===== src/logic/tlvic_map.vh =====
`ifndef TLVIC_MAP_VH
`define TLVIC_MAP_VH
// Register addresses on the special function register bus
`define TLVIC_ADDR_EN      8'hA8
`define TLVIC_ADDR_PRI     8'hB8
`define TLVIC_ADDR_XEN1    8'hE6
`define TLVIC_ADDR_XEN2    8'hE7
`define TLVIC_ADDR_XPRI1   8'hF6
`define TLVIC_ADDR_XPRI2   8'hF7
// Reset values
`define TLVIC_RST_EN       8'h00
`define TLVIC_RST_PRI      8'h80
`define TLVIC_RST_EXT      8'h00
// Field positions and masks
`define TLVIC_GIE_BIT      7
`define TLVIC_PRI_UNUSED   8'h80
`define TLVIC_EXT1_MASK    8'hFD
`define TLVIC_EXT2_MASK    8'h3B
// Vector arithmetic
`define TLVIC_VEC_RESET    16'h0000
`define TLVIC_VEC_BASE     16'h0003
`define TLVIC_VEC_SHIFT    3
`define TLVIC_NSRC         21
`define TLVIC_ORD_W        5
// Sources cleared by hardware on vectoring: orders 0..3
`define TLVIC_HWCLR_MASK   21'h00_000F
// Orders with no source
`define TLVIC_RSVD_MASK    21'h02_0100
// Timing in system clocks
`define TLVIC_DETECT_CYC   1
`define TLVIC_CALL_CYC     3'd5
`endif


===== src/logic/tlvic_arbiter.v =====
`timescale 1ns/1ps
`include "tlvic_map.vh"
// Fixed-order two-level pick; lowest order wins within a level
module tlvic_arbiter #(
   parameter NSRC  = `TLVIC_NSRC,
   parameter ORD_W = `TLVIC_ORD_W
) (
   // Requests
   input  wire [NSRC-1:0]  i_req,
   input  wire [NSRC-1:0]  i_high,
   // Result
   output reg              o_valid,
   output reg              o_is_high,
   output reg  [ORD_W-1:0] o_order
);
   integer k;
   reg     found_hi;
   reg     found_lo;
   reg [ORD_W-1:0] ord_hi;
   reg [ORD_W-1:0] ord_lo;
   always @* begin
      found_hi = 1'b0;
      found_lo = 1'b0;
      ord_hi   = {ORD_W{1'b0}};
      ord_lo   = {ORD_W{1'b0}};
      // Descending scan so the smallest order is the last to win
      for (k = NSRC - 1; k >= 0; k = k - 1) begin
         if (i_req[k] && i_high[k]) begin
            found_hi = 1'b1;
            ord_hi   = k[ORD_W-1:0];
         end
         if (i_req[k] && !i_high[k]) begin
            found_lo = 1'b1;
            ord_lo   = k[ORD_W-1:0];
         end
      end
      o_valid   = found_hi | found_lo;
      o_is_high = found_hi;
      o_order   = found_hi ? ord_hi : ord_lo;
   end
endmodule


===== src/logic/tlvic_sync2.v =====
`timescale 1ns/1ps
// Two-flop synchroniser for a bundle of pin levels
module tlvic_sync2 #(
   parameter W = 1
) (
   // Clock, reset, enable
   input  wire         i_core_clk,
   input  wire         i_rst,
   input  wire         i_ce,
   // Data
   input  wire [W-1:0] i_async,
   output reg  [W-1:0] o_sync
);
   reg [W-1:0] meta;
   always @(posedge i_core_clk or posedge i_rst) begin
      if (i_rst) begin
         meta   <= {W{1'b0}};
         o_sync <= {W{1'b0}};
      end else if (i_ce) begin
         meta   <= i_async;
         o_sync <= meta;
      end
   end
endmodule


===== src/logic/tlvic_ctrl.v =====
`timescale 1ns/1ps
`include "tlvic_map.vh"
module tlvic_ctrl #(
   parameter NSRC  = `TLVIC_NSRC,
   parameter ORD_W = `TLVIC_ORD_W
) (
   // Clock, reset, enable
   input  wire             i_core_clk,
   input  wire             i_rst,
   input  wire             i_ce,
   // Trigger pulses from peripherals on the core clock, one bit per order
   input  wire [NSRC-1:0]  i_periph_set,
   // Software flag clears from peripheral registers, one bit per order
   input  wire [NSRC-1:0]  i_flag_clr,
   // Software flag sets (simulated interrupt), one bit per order
   input  wire [NSRC-1:0]  i_flag_swset,
   // Level-sensitive external interrupt 2 pin, active high
   input  wire             i_ext_level_irq_two,
   // Register bus from the core
   input  wire [7:0]       i_sfr_addr,
   input  wire             i_sfr_wr,
   input  wire [7:0]       i_sfr_wdata,
   input  wire             i_sfr_rd,
   output reg  [7:0]       o_sfr_rdata,
   output wire             o_sfr_hit,
   // Instruction sequencer handshake
   input  wire             i_insn_boundary,
   input  wire             i_insn_multi_cycle,
   input  wire             i_return_done,
   input  wire             i_flash_stall,
   input  wire             i_call_ack,
   output wire             o_irq_req,
   output reg  [15:0]      o_irq_vector,
   output reg              o_call_busy,
   // State visible to the core and peripherals
   output reg  [NSRC-1:0]  o_pending,
   output reg  [1:0]       o_in_service
);
   localparam ST_IDLE = 2'b00;
   localparam ST_CALL = 2'b01;
   localparam ST_HOLD = 2'b10;

   reg  [7:0]       irq_enable_reg;
   reg  [7:0]       irq_priority_reg;
   reg  [7:0]       ext_enable_reg_one;
   reg  [7:0]       ext_enable_reg_two;
   reg  [7:0]       ext_priority_reg_one;
   reg  [7:0]       ext_priority_reg_two;
   reg  [1:0]       state;
   reg  [2:0]       call_cnt;
   reg  [ORD_W-1:0] taken_order;
   reg              taken_high;
   reg              ret_block;
   reg              en_shadow;
   reg  [NSRC-1:0]  next_pending;
   reg  [7:0]       next_rdata;
   wire [NSRC-1:0]  src_enable;
   wire [NSRC-1:0]  src_high;
   wire [NSRC-1:0]  src_req;
   wire [NSRC-1:0]  level_ok;
   wire             level_two_sync;
   wire             arb_valid;
   wire             arb_high;
   wire [ORD_W-1:0] arb_order;
   wire             gie_eff;
   wire             can_take;
   wire             take;
   wire             wr_en;
   wire             wr_pri;
   wire             wr_e1;
   wire             wr_e2;
   wire             wr_p1;
   wire             wr_p2;

   tlvic_sync2 #(
      .W (1)
   ) u_sync (
      .i_core_clk (i_core_clk),
      .i_rst      (i_rst),
      .i_ce       (i_ce),
      .i_async    (i_ext_level_irq_two),
      .o_sync     (level_two_sync)
   );

   assign wr_en  = i_sfr_wr && (i_sfr_addr == `TLVIC_ADDR_EN);
   assign wr_pri = i_sfr_wr && (i_sfr_addr == `TLVIC_ADDR_PRI);
   assign wr_e1  = i_sfr_wr && (i_sfr_addr == `TLVIC_ADDR_XEN1);
   assign wr_e2  = i_sfr_wr && (i_sfr_addr == `TLVIC_ADDR_XEN2);
   assign wr_p1  = i_sfr_wr && (i_sfr_addr == `TLVIC_ADDR_XPRI1);
   assign wr_p2  = i_sfr_wr && (i_sfr_addr == `TLVIC_ADDR_XPRI2);
   assign o_sfr_hit = wr_en | wr_pri | wr_e1 | wr_e2 | wr_p1 | wr_p2 |
                      (i_sfr_rd && ((i_sfr_addr == `TLVIC_ADDR_EN) || (i_sfr_addr == `TLVIC_ADDR_PRI) ||
                                    (i_sfr_addr == `TLVIC_ADDR_XEN1) || (i_sfr_addr == `TLVIC_ADDR_XEN2) ||
                                    (i_sfr_addr == `TLVIC_ADDR_XPRI1) || (i_sfr_addr == `TLVIC_ADDR_XPRI2)));

   // Register writes; bit-addressable writes arrive as read-modify-write bytes
   always @(posedge i_core_clk or posedge i_rst) begin
      if (i_rst) begin
         irq_enable_reg       <= `TLVIC_RST_EN;
         irq_priority_reg     <= `TLVIC_RST_PRI;
         ext_enable_reg_one   <= `TLVIC_RST_EXT;
         ext_enable_reg_two   <= `TLVIC_RST_EXT;
         ext_priority_reg_one <= `TLVIC_RST_EXT;
         ext_priority_reg_two <= `TLVIC_RST_EXT;
      end else if (i_ce) begin
         if (wr_en)
            irq_enable_reg <= i_sfr_wdata;
         if (wr_pri)
            irq_priority_reg <= i_sfr_wdata | `TLVIC_PRI_UNUSED;
         if (wr_e1)
            ext_enable_reg_one <= i_sfr_wdata & `TLVIC_EXT1_MASK;
         if (wr_e2)
            ext_enable_reg_two <= i_sfr_wdata & `TLVIC_EXT2_MASK;
         if (wr_p1)
            ext_priority_reg_one <= i_sfr_wdata & `TLVIC_EXT1_MASK;
         if (wr_p2)
            ext_priority_reg_two <= i_sfr_wdata & `TLVIC_EXT2_MASK;
      end
   end

   always @* begin
      case (i_sfr_addr)
         `TLVIC_ADDR_EN:    next_rdata = irq_enable_reg;
         `TLVIC_ADDR_PRI:   next_rdata = irq_priority_reg | `TLVIC_PRI_UNUSED;
         `TLVIC_ADDR_XEN1:  next_rdata = ext_enable_reg_one;
         `TLVIC_ADDR_XEN2:  next_rdata = ext_enable_reg_two;
         `TLVIC_ADDR_XPRI1: next_rdata = ext_priority_reg_one;
         `TLVIC_ADDR_XPRI2: next_rdata = ext_priority_reg_two;
         default:          next_rdata = 8'h00;
      endcase
   end

   always @(posedge i_core_clk or posedge i_rst) begin
      if (i_rst)
         o_sfr_rdata <= 8'h00;
      else if (i_ce && i_sfr_rd)
         o_sfr_rdata <= next_rdata;
   end

   // Order-indexed enable and priority maps; one bit each per source
   assign src_enable = {ext_enable_reg_two[5:3], 1'b0, ext_enable_reg_two[1:0],
                        ext_enable_reg_one[7:2], 1'b0, ext_enable_reg_one[0],
                        irq_enable_reg[6:0]};
   assign src_high   = {ext_priority_reg_two[5:3], 1'b0, ext_priority_reg_two[1:0],
                        ext_priority_reg_one[7:2], 1'b0, ext_priority_reg_one[0],
                        irq_priority_reg[6:0]};

   // Pending flags; a set in the same cycle as a clear wins
   always @* begin
      next_pending = o_pending;
      next_pending = next_pending & ~i_flag_clr;
      if (take)
         next_pending = next_pending & ~(`TLVIC_HWCLR_MASK & ({{(NSRC-1){1'b0}}, 1'b1} << arb_order));
      next_pending = next_pending | i_periph_set | i_flag_swset;
      next_pending[15] = level_two_sync; // Level source tracks its pin
      next_pending = next_pending & ~`TLVIC_RSVD_MASK;
   end

   always @(posedge i_core_clk or posedge i_rst) begin
      if (i_rst)
         o_pending <= {NSRC{1'b0}};
      else if (i_ce)
         o_pending <= next_pending;
   end

   // Global enable bit as seen at the start of the current instruction
   always @(posedge i_core_clk or posedge i_rst) begin
      if (i_rst)
         en_shadow <= 1'b0;
      else if (i_ce && i_insn_boundary)
         en_shadow <= irq_enable_reg[`TLVIC_GIE_BIT];
   end

   // Request gating: global, per source, and the level already in service
   // Shadow keeps the arbiter valid so a leaked request still gets its own vector
   assign gie_eff  = irq_enable_reg[`TLVIC_GIE_BIT] | (en_shadow & !i_insn_multi_cycle);
   assign src_req  = o_pending & src_enable & {NSRC{gie_eff}};
   assign level_ok = o_in_service[1] ? {NSRC{1'b0}} :
                     o_in_service[0] ? src_high : {NSRC{1'b1}};

   tlvic_arbiter #(
      .NSRC  (NSRC),
      .ORD_W (ORD_W)
   ) u_arb (
      .i_req     (src_req & level_ok),
      .i_high    (src_high),
      .o_valid   (arb_valid),
      .o_is_high (arb_high),
      .o_order   (arb_order)
   );

   // A clearing instruction followed by a single-cycle one may still let the
   // request through; a multi-cycle follower blocks it
   // The boundary that ends the one instruction after a return may take at once
   assign can_take = (state == ST_IDLE) && !i_return_done && !i_flash_stall && i_insn_boundary;
   assign take     = i_ce && can_take && arb_valid;
   assign o_irq_req = (state == ST_IDLE) && arb_valid && !ret_block;

   // Vectoring sequencer and in-service markers
   always @(posedge i_core_clk or posedge i_rst) begin
      if (i_rst) begin
         state        <= ST_IDLE;
         call_cnt     <= 3'd0;
         taken_order  <= {ORD_W{1'b0}};
         taken_high   <= 1'b0;
         o_irq_vector <= `TLVIC_VEC_RESET;
         o_call_busy  <= 1'b0;
         o_in_service <= 2'b00;
         ret_block    <= 1'b0;
      end else if (i_ce) begin
         if (i_return_done) begin
            // Highest active level retires first
            if (o_in_service[1])
               o_in_service[1] <= 1'b0;
            else
               o_in_service[0] <= 1'b0;
            ret_block <= 1'b1;
         end else if (ret_block && i_insn_boundary && !i_flash_stall) begin
            ret_block <= 1'b0;
         end
         case (state)
            ST_IDLE: begin
               if (take) begin
                  taken_order  <= arb_order;
                  taken_high   <= arb_high;
                  o_irq_vector <= `TLVIC_VEC_BASE + ({{(16-ORD_W){1'b0}}, arb_order} << `TLVIC_VEC_SHIFT);
                  call_cnt     <= `TLVIC_CALL_CYC - 3'd1;
                  o_call_busy  <= 1'b1;
                  state        <= ST_CALL;
               end
            end
            ST_CALL: begin
               if (!i_flash_stall) begin
                  if (call_cnt == 3'd1) begin
                     if (taken_high)
                        o_in_service[1] <= 1'b1;
                     else
                        o_in_service[0] <= 1'b1;
                     state <= ST_HOLD;
                  end
                  call_cnt <= call_cnt - 3'd1;
               end
            end
            ST_HOLD: begin
               o_call_busy <= 1'b0;
               if (i_call_ack || !i_flash_stall)
                  state <= ST_IDLE;
            end
            default: state <= ST_IDLE;
         endcase
      end
   end
endmodule


===== config.mk =====
export PLATFORM = sky130hd
export DESIGN_NAME = tlvic_ctrl
export DESIGN_NICKNAME = d
export VERILOG_FILES = /design/src/logic/tlvic_arbiter.v /design/src/logic/tlvic_sync2.v /design/src/logic/tlvic_ctrl.v
export VERILOG_INCLUDE_DIRS = /design/src /design/src/logic
export SDC_FILE = /design/constraint.sdc
export NUM_CORES = 1
export LEC_CHECK = 0
export ABC_CLOCK_PERIOD_IN_PS = 3200
export BUFFER_PORTS_ARGS = -buffer_cell sky130_fd_sc_hd__buf_2
export CAP_MARGIN = 20
export CORE_MARGIN = 8
export CORE_UTILIZATION = 25
export DETAILED_ROUTE_END_ITERATION = 6
export HOLD_SLACK_MARGIN = 0.08
export MAX_ROUTING_LAYER = met4
export SETUP_SLACK_MARGIN = 0.4
export SLEW_MARGIN = 20
export SYNTH_ARGS = -nofsm -noshare
export SYNTH_HDL_FRONTEND = slang
export SYNTH_SLANG_ARGS = --single-unit

===== constraint.sdc =====
create_clock -name i_core_clk -period 3.2 [get_ports i_core_clk]
set_input_delay 0.64 -clock i_core_clk [delete_from_list [all_inputs] [get_ports i_core_clk]]
set_output_delay 0.64 -clock i_core_clk [all_outputs]
set_load 0.1 [all_outputs]

# Yosys cells after proc, flatten, opt, wreduce, memory -nomap -nowiden
# Index checks and enable logic that the tools add are counted.
[classes]
addsub = 2
n_bitwise = 18
n_reduce_logical = 100
eq_ne = 13
shift = 1
n_mux = 104
[ops]
columns = ["cell", "count"]
rows = [
  ["$mux 5", 41],
  ["$and 21x21->21", 5],
  ["$mux 21", 3],
  ["$logic_and 1x1->1", 56],
  ["$eq 8x8->1 const B", 6],
  ["$pmux 8 s6", 1],
  ["$mux 1", 46],
  ["$or 21x21->21", 2],
  ["$logic_not 1->1", 23],
  ["$not 21->21", 1],
  ["$not 4->21", 1],
  ["$mux 2", 8],
  ["$reduce_and 2->1", 7],
  ["$add 2x8->9 const A", 1],
  ["$ne 2x2->1 const B", 4],
  ["$or 1x1->1", 8],
  ["$logic_or 1x1->1", 6],
  ["$mux 3", 2],
  ["$pmux 2 s3", 1],
  ["$pmux 3 s2", 1],
  ["$reduce_and 3->1", 2],
  ["$reduce_bool 2->1", 3],
  ["$reduce_and 5->1", 1],
  ["$shl 1x5->4 const A", 1],
  ["8 further kinds", 8],
]
[totals]
inputBits = 90
ff_bits = 95
output_inout_bits = 50
wordCells = 256

# Depth between registers and ports, before layout
[depth]
ltp_word = 34
ltp_mapped = 9
mapped_depth_nobuf = 7

# Modules after synthesis
# Synthesis repeated with hierarchy kept, for this count alone.
[hier_totals]
cells_unflattened = 521
area_unflattened_um2 = 5021.1
[by_module_without_submodules]
columns = ["module", "area_per_inst_um2", "instances", "seq_area_each_um2", "cells_per_inst"]
rows = [
  ["tlvic_ctrl", 4136.5, 1, 2077.0, 395],
  ["tlvic_arbiter", 808.3, 1, 0.0, 121],
  ["tlvic_sync2", 76.3, 1, 50.0, 5],
]

# Least setup slack after synthesis
# Ideal clock, no wire load.
[synth_path]
path_kind = "input -> output"
startpoint = "input port i_sfr_addr[0]"
endpoint = "output port o_sfr_hit"
t_arrival_ns = 3.500
required_ns = 2.560
n_path_buf = 1
slack_ns = -0.940
stages = 3
cell_sequence = "or4_1 > buf_2 > a211oi_1"
[synth_via]
elab_chain_len = 8
elab_cells_between_ends = 24
cone_classes = "6 x eq/ne; 6 x bitwise; 12 x reduce/logical"
[synth_lines]
columns = ["element", "line_no", "text"]
rows = [
  ["from (decl)", "tlvic_ctrl.v:20", "input wire [7:0] i_sfr_addr,"],
  ["$eq 8x8->1", "-", ""],
  ["$logic_and 1x1->1 (tied with other cells)", "tlvic_ctrl.v:85", "assign wr_en = i_sfr_wr && (i_sfr_addr == `TLVIC_ADDR_EN);"],
  ["$or 1x1->1 or $logic_or 1x1->1 (tied branches) (4 in series)", "tlvic_ctrl.v:91, tlvic_ctrl.v:92", ""],
  ["$or 1x1->1 or $logic_and 1x1->1 (tied branches)", "tlvic_ctrl.v:91, tlvic_ctrl.v:92", ""],
  ["$or 1x1->1 *", "tlvic_ctrl.v:91", "assign o_sfr_hit = wr_en | wr_pri | wr_e1 | wr_e2 | wr_p1 | wr_p2 |"],
  ["to (decl)", "tlvic_ctrl.v:25", "output wire o_sfr_hit,"],
]
# Every way passes the cells marked *; elsewhere a longest branch is shown, timed or not.

# Final worst setup path
[layout_path]
startpoint = "register ext_enable_reg_one[7]"
endpoint = "output port o_irq_req"
[layout_via]
elab_chain_len = 22
elab_cells_between_ends = 37
cone_classes = "29 x mux; 4 x bitwise; 4 x reduce/logical"
[layout_lines]
columns = ["element", "line_no", "text"]
rows = [
  ["from (decl)", "tlvic_ctrl.v:45", "reg [7:0] ext_enable_reg_one;"],
  ["from (signal assigned)", "tlvic_ctrl.v:101", "ext_enable_reg_one <= `TLVIC_RST_EXT;"],
  ["from (signal assigned)", "tlvic_ctrl.v:111", "ext_enable_reg_one <= i_sfr_wdata & `TLVIC_EXT1_MASK;"],
  ["$and 21x21->21 * (2 in series)", "tlvic_ctrl.v:177", "assign src_req = o_pending & src_enable & {NSRC{gie_eff}};"],
  ["$and 21x21->21 *", "tlvic_ctrl.v:185", ".i_req (src_req & level_ok),"],
  ["$logic_and 1x1->1", "tlvic_arbiter.v:32", "if (i_req[k] && !i_high[k]) begin"],
  ["$mux 1 (15 in series)", "tlvic_arbiter.v:32", ""],
  ["$or 1x1->1 *", "tlvic_arbiter.v:37", "o_valid = found_hi | found_lo;"],
  ["$logic_and 1x1->1 * (2 in series)", "tlvic_ctrl.v:197", "assign o_irq_req = (state == ST_IDLE) && arb_valid && !ret_block;"],
  ["to (decl)", "tlvic_ctrl.v:32", "output wire o_irq_req,"],
]
# Marks and branches as above.

==> reports/metrics.cfg <==
[setup_path]
crit_path_max_fanout = 4
critPathCaptureType = output port
path_class = flop to output port
startpoint_type = flop
cpLargestDelayFamily = compound AO/OA/AOI/OAI gates
slowest_stage = o41ai_4
r2r-start = o_in_service[0]
worstPathRequired_ns = 2.56
critPathArrivalTime_ns = 2.17
crit_chain = nand3_4 > nand4_1 > o41ai_4 > and2_4 > a31oi_4 > buf_12
worst_path_largest_cell_delay_ns = 0.50
critPathBufInv = 1
startpoint = ext_enable_reg_one[7]

[floorplan]
row_count = 52
dieArea_um2 = 25000
core_area_um2 = 20000
initial_utilization = 0.251
ioPinCount = 140
die_h_um = 158
die_w_um = 158

[synthesis]
netlist_area_um2 = 5040
synth.top_cell.area_share = 0.422
synthArstFlopShare = 1.00
synth-seq-cells = 85
syn_area_per_cell_um2 = 10.3
yosysWarnings = 0
netlist_instances = 491
yosys_most_used_dff = dfrtp_1
synth.area.top_cells = dfrtp_1 (42%), mux2_2 (8.3%), nand2_1 (5.8%)
yosysMostFrequentCell = dfrtp_1
ys_seq_area_frac = 0.422
synth_edf_count = 0
synth_common_cells = dfrtp_1 (85), nand2_1 (78), o21ai_0 (39)
yosysUniqueCellTypes = 78
yosysTopAreaCell = dfrtp_1

[route]
vias_per_cell = 4.85
drt_iter0_markers = 253
drc = 0
wl_per_cell_um = 17.6
vias = 4352
drt_wl_total_um = 15800
dr.pass1.iters = 4
drtAntennaViolNets = 0

[grt]
groute.usage.overall = 0.133
gr-total-overflow = 0
antenna_found_initial = 0
grt_max_degree = 48
grt_pass1_vias = 4366
grt_pass1_wl_um = 24600

[clock_tree]
cts.path.max_buffers = 2
cts_tree = built
clkTransAtPathRegs_ns = 0.06
clk_latency_ns = 0.35
postCtsHoldBufs = 0
cts_sinks = 85
root_buffer = clkbuf_16
h-tree-depth = 3
cts_buffers = 9

[placement]
gp_congestion = 0.842
io_buffers = 119
pre_cts_ws_ns = 0.349
dpl.cell_count = 871
dp_hpwl_um = 12400

[timing]
final.setup_skew_ns = 0.0113
rsz0062_at_grt = yes
clock.fmax_mhz = 356
setup_viol = 0
fin_crit_sh = 0.878
slew-limit-headroom = 0.527
tightest_slew_ns = 0.704
finalHoldViolations = 0
fin_ws_ns = 0.391
fin_crit_ns = 2.81
setup_tns_ns = 0
slew_violations = 0

[power]
power_density_nw_per_um2 = 427
irDropWorstVdd_mv = 0.271
total_power_w = 0.00276
leakage_nw = 2.98

[cells_and_area]
fin_cells = 898
antenna_cells = 0
largest_reg_flops = 19
area_delta_synth_final_pct = 28.1
final_nets = 715
drive_gt1_frac = 0.419

[min_path]
hp-class = primary input to asynchronous set/reset pin

[job]
drv_cap = 0

[outcome]
status = finished clean

-- report_power, final --
part           internal, W  total (W)  switching, W
Clock             0.000554   0.000996      0.000442
Sequential         0.00113    0.00120     0.0000678
Combinational     0.000136   0.000564      0.000428
-- through the flow --
stage / hold slack (ns) / area, um2 / utilization
final: 0.392 / 6450 / 0.322
after floorplan: 0.452 / 5130 / -
after global routing: 0.433 / 6450 / 0.322
after detailed placement: 0.469 / 6020 / 0.300
after global placement: 0.460 / 6020 / 0.300
after CTS: 0.403 / 6380 / 0.318
-- area by class of cell --
class	instances	area, um2
fillers	2100	13600
clock inverters	4	31.3
multi-input cells	374	2810
flip-flops and latches	85	2160
clock buffers	12	246
repair buffers	140	821
inverters	13	52.6
well taps	270	338
-- cells by family after synthesis --
logic type,after synthesis,share of synthesized area
mux,56,0.133
compound gates,121,0.174
buf+inv,42,0.0447
other cells,1,0.000744
simple gates,184,0.221
flops,85,0.422
fa+ha+maj,2,0.00496
-- path summary, 6_finish.rpt --
kind	endpoint	slack, ns	cells after the start
min	ext_enable_reg_one[7]	0.39	2
min reg2reg	o_sfr_rdata[4]	0.47	2
max in group asynchronous	o_in_service[0]	2.22	3
max	o_irq_req	0.39	6
min in group i_core_clk	o_sfr_rdata[4]	0.47	2
max reg2reg	o_pending[3]	0.74	8
-- placed cells by master, fill, tap and decap left out, types with 8 or more instances in the layout --
| cell | synthesis | final |
|---|---|---|
| mux2_4 | 8 | 8 |
| buf_4 | 13 | 18 |
| nand2_1 | 78 | 78 |
| a21oi_1 | 12 | 12 |
| conb_1 | 1 | 11 |
| and3_1 | 10 | 10 |
| inv_1 | 13 | 12 |
| clkbuf_16 | 0 | 9 |
| nand3_1 | 24 | 21 |
| dfrtp_2 | 0 | 23 |
| o21ai_0 | 39 | 39 |
| nor2_1 | 11 | 10 |
| dfrtp_1 | 85 | 61 |
| buf_2 | 3 | 117 |
| mux2_2 | 37 | 37 |
-- worst reg2reg max path, stage by stage (launching register included) --
cell and delay [ns]:
dfrtp_4 0.49, buf_4 0.18, nand4bb_2 0.29, nor4b_2 0.24, o211ai_1 0.14, a31o_1 0.25
a32oi_2 0.38, o221ai_1 0.18, o21bai_1 0.18
-- per-layer routing --
metal / vias up / global-route usage / part of all wire
li1: 2109 / - / -
met1: 2070 / 0.164 / 0.45
met2: 151 / 0.212 / 0.48
met3: 22 / 0.0175 / 0.045
met4: 0 / 0.0629 / 0.029
met5: - / - / 0
-- repair_timing --
item | CTS | global route
gates resized for setup | 9 | 8
endpoints found under the setup margin | 1 | 1
setup buffers | 5 | 6
pin swaps | 4 | 4
No activity file was read; power rests on OpenSTA's default activity.
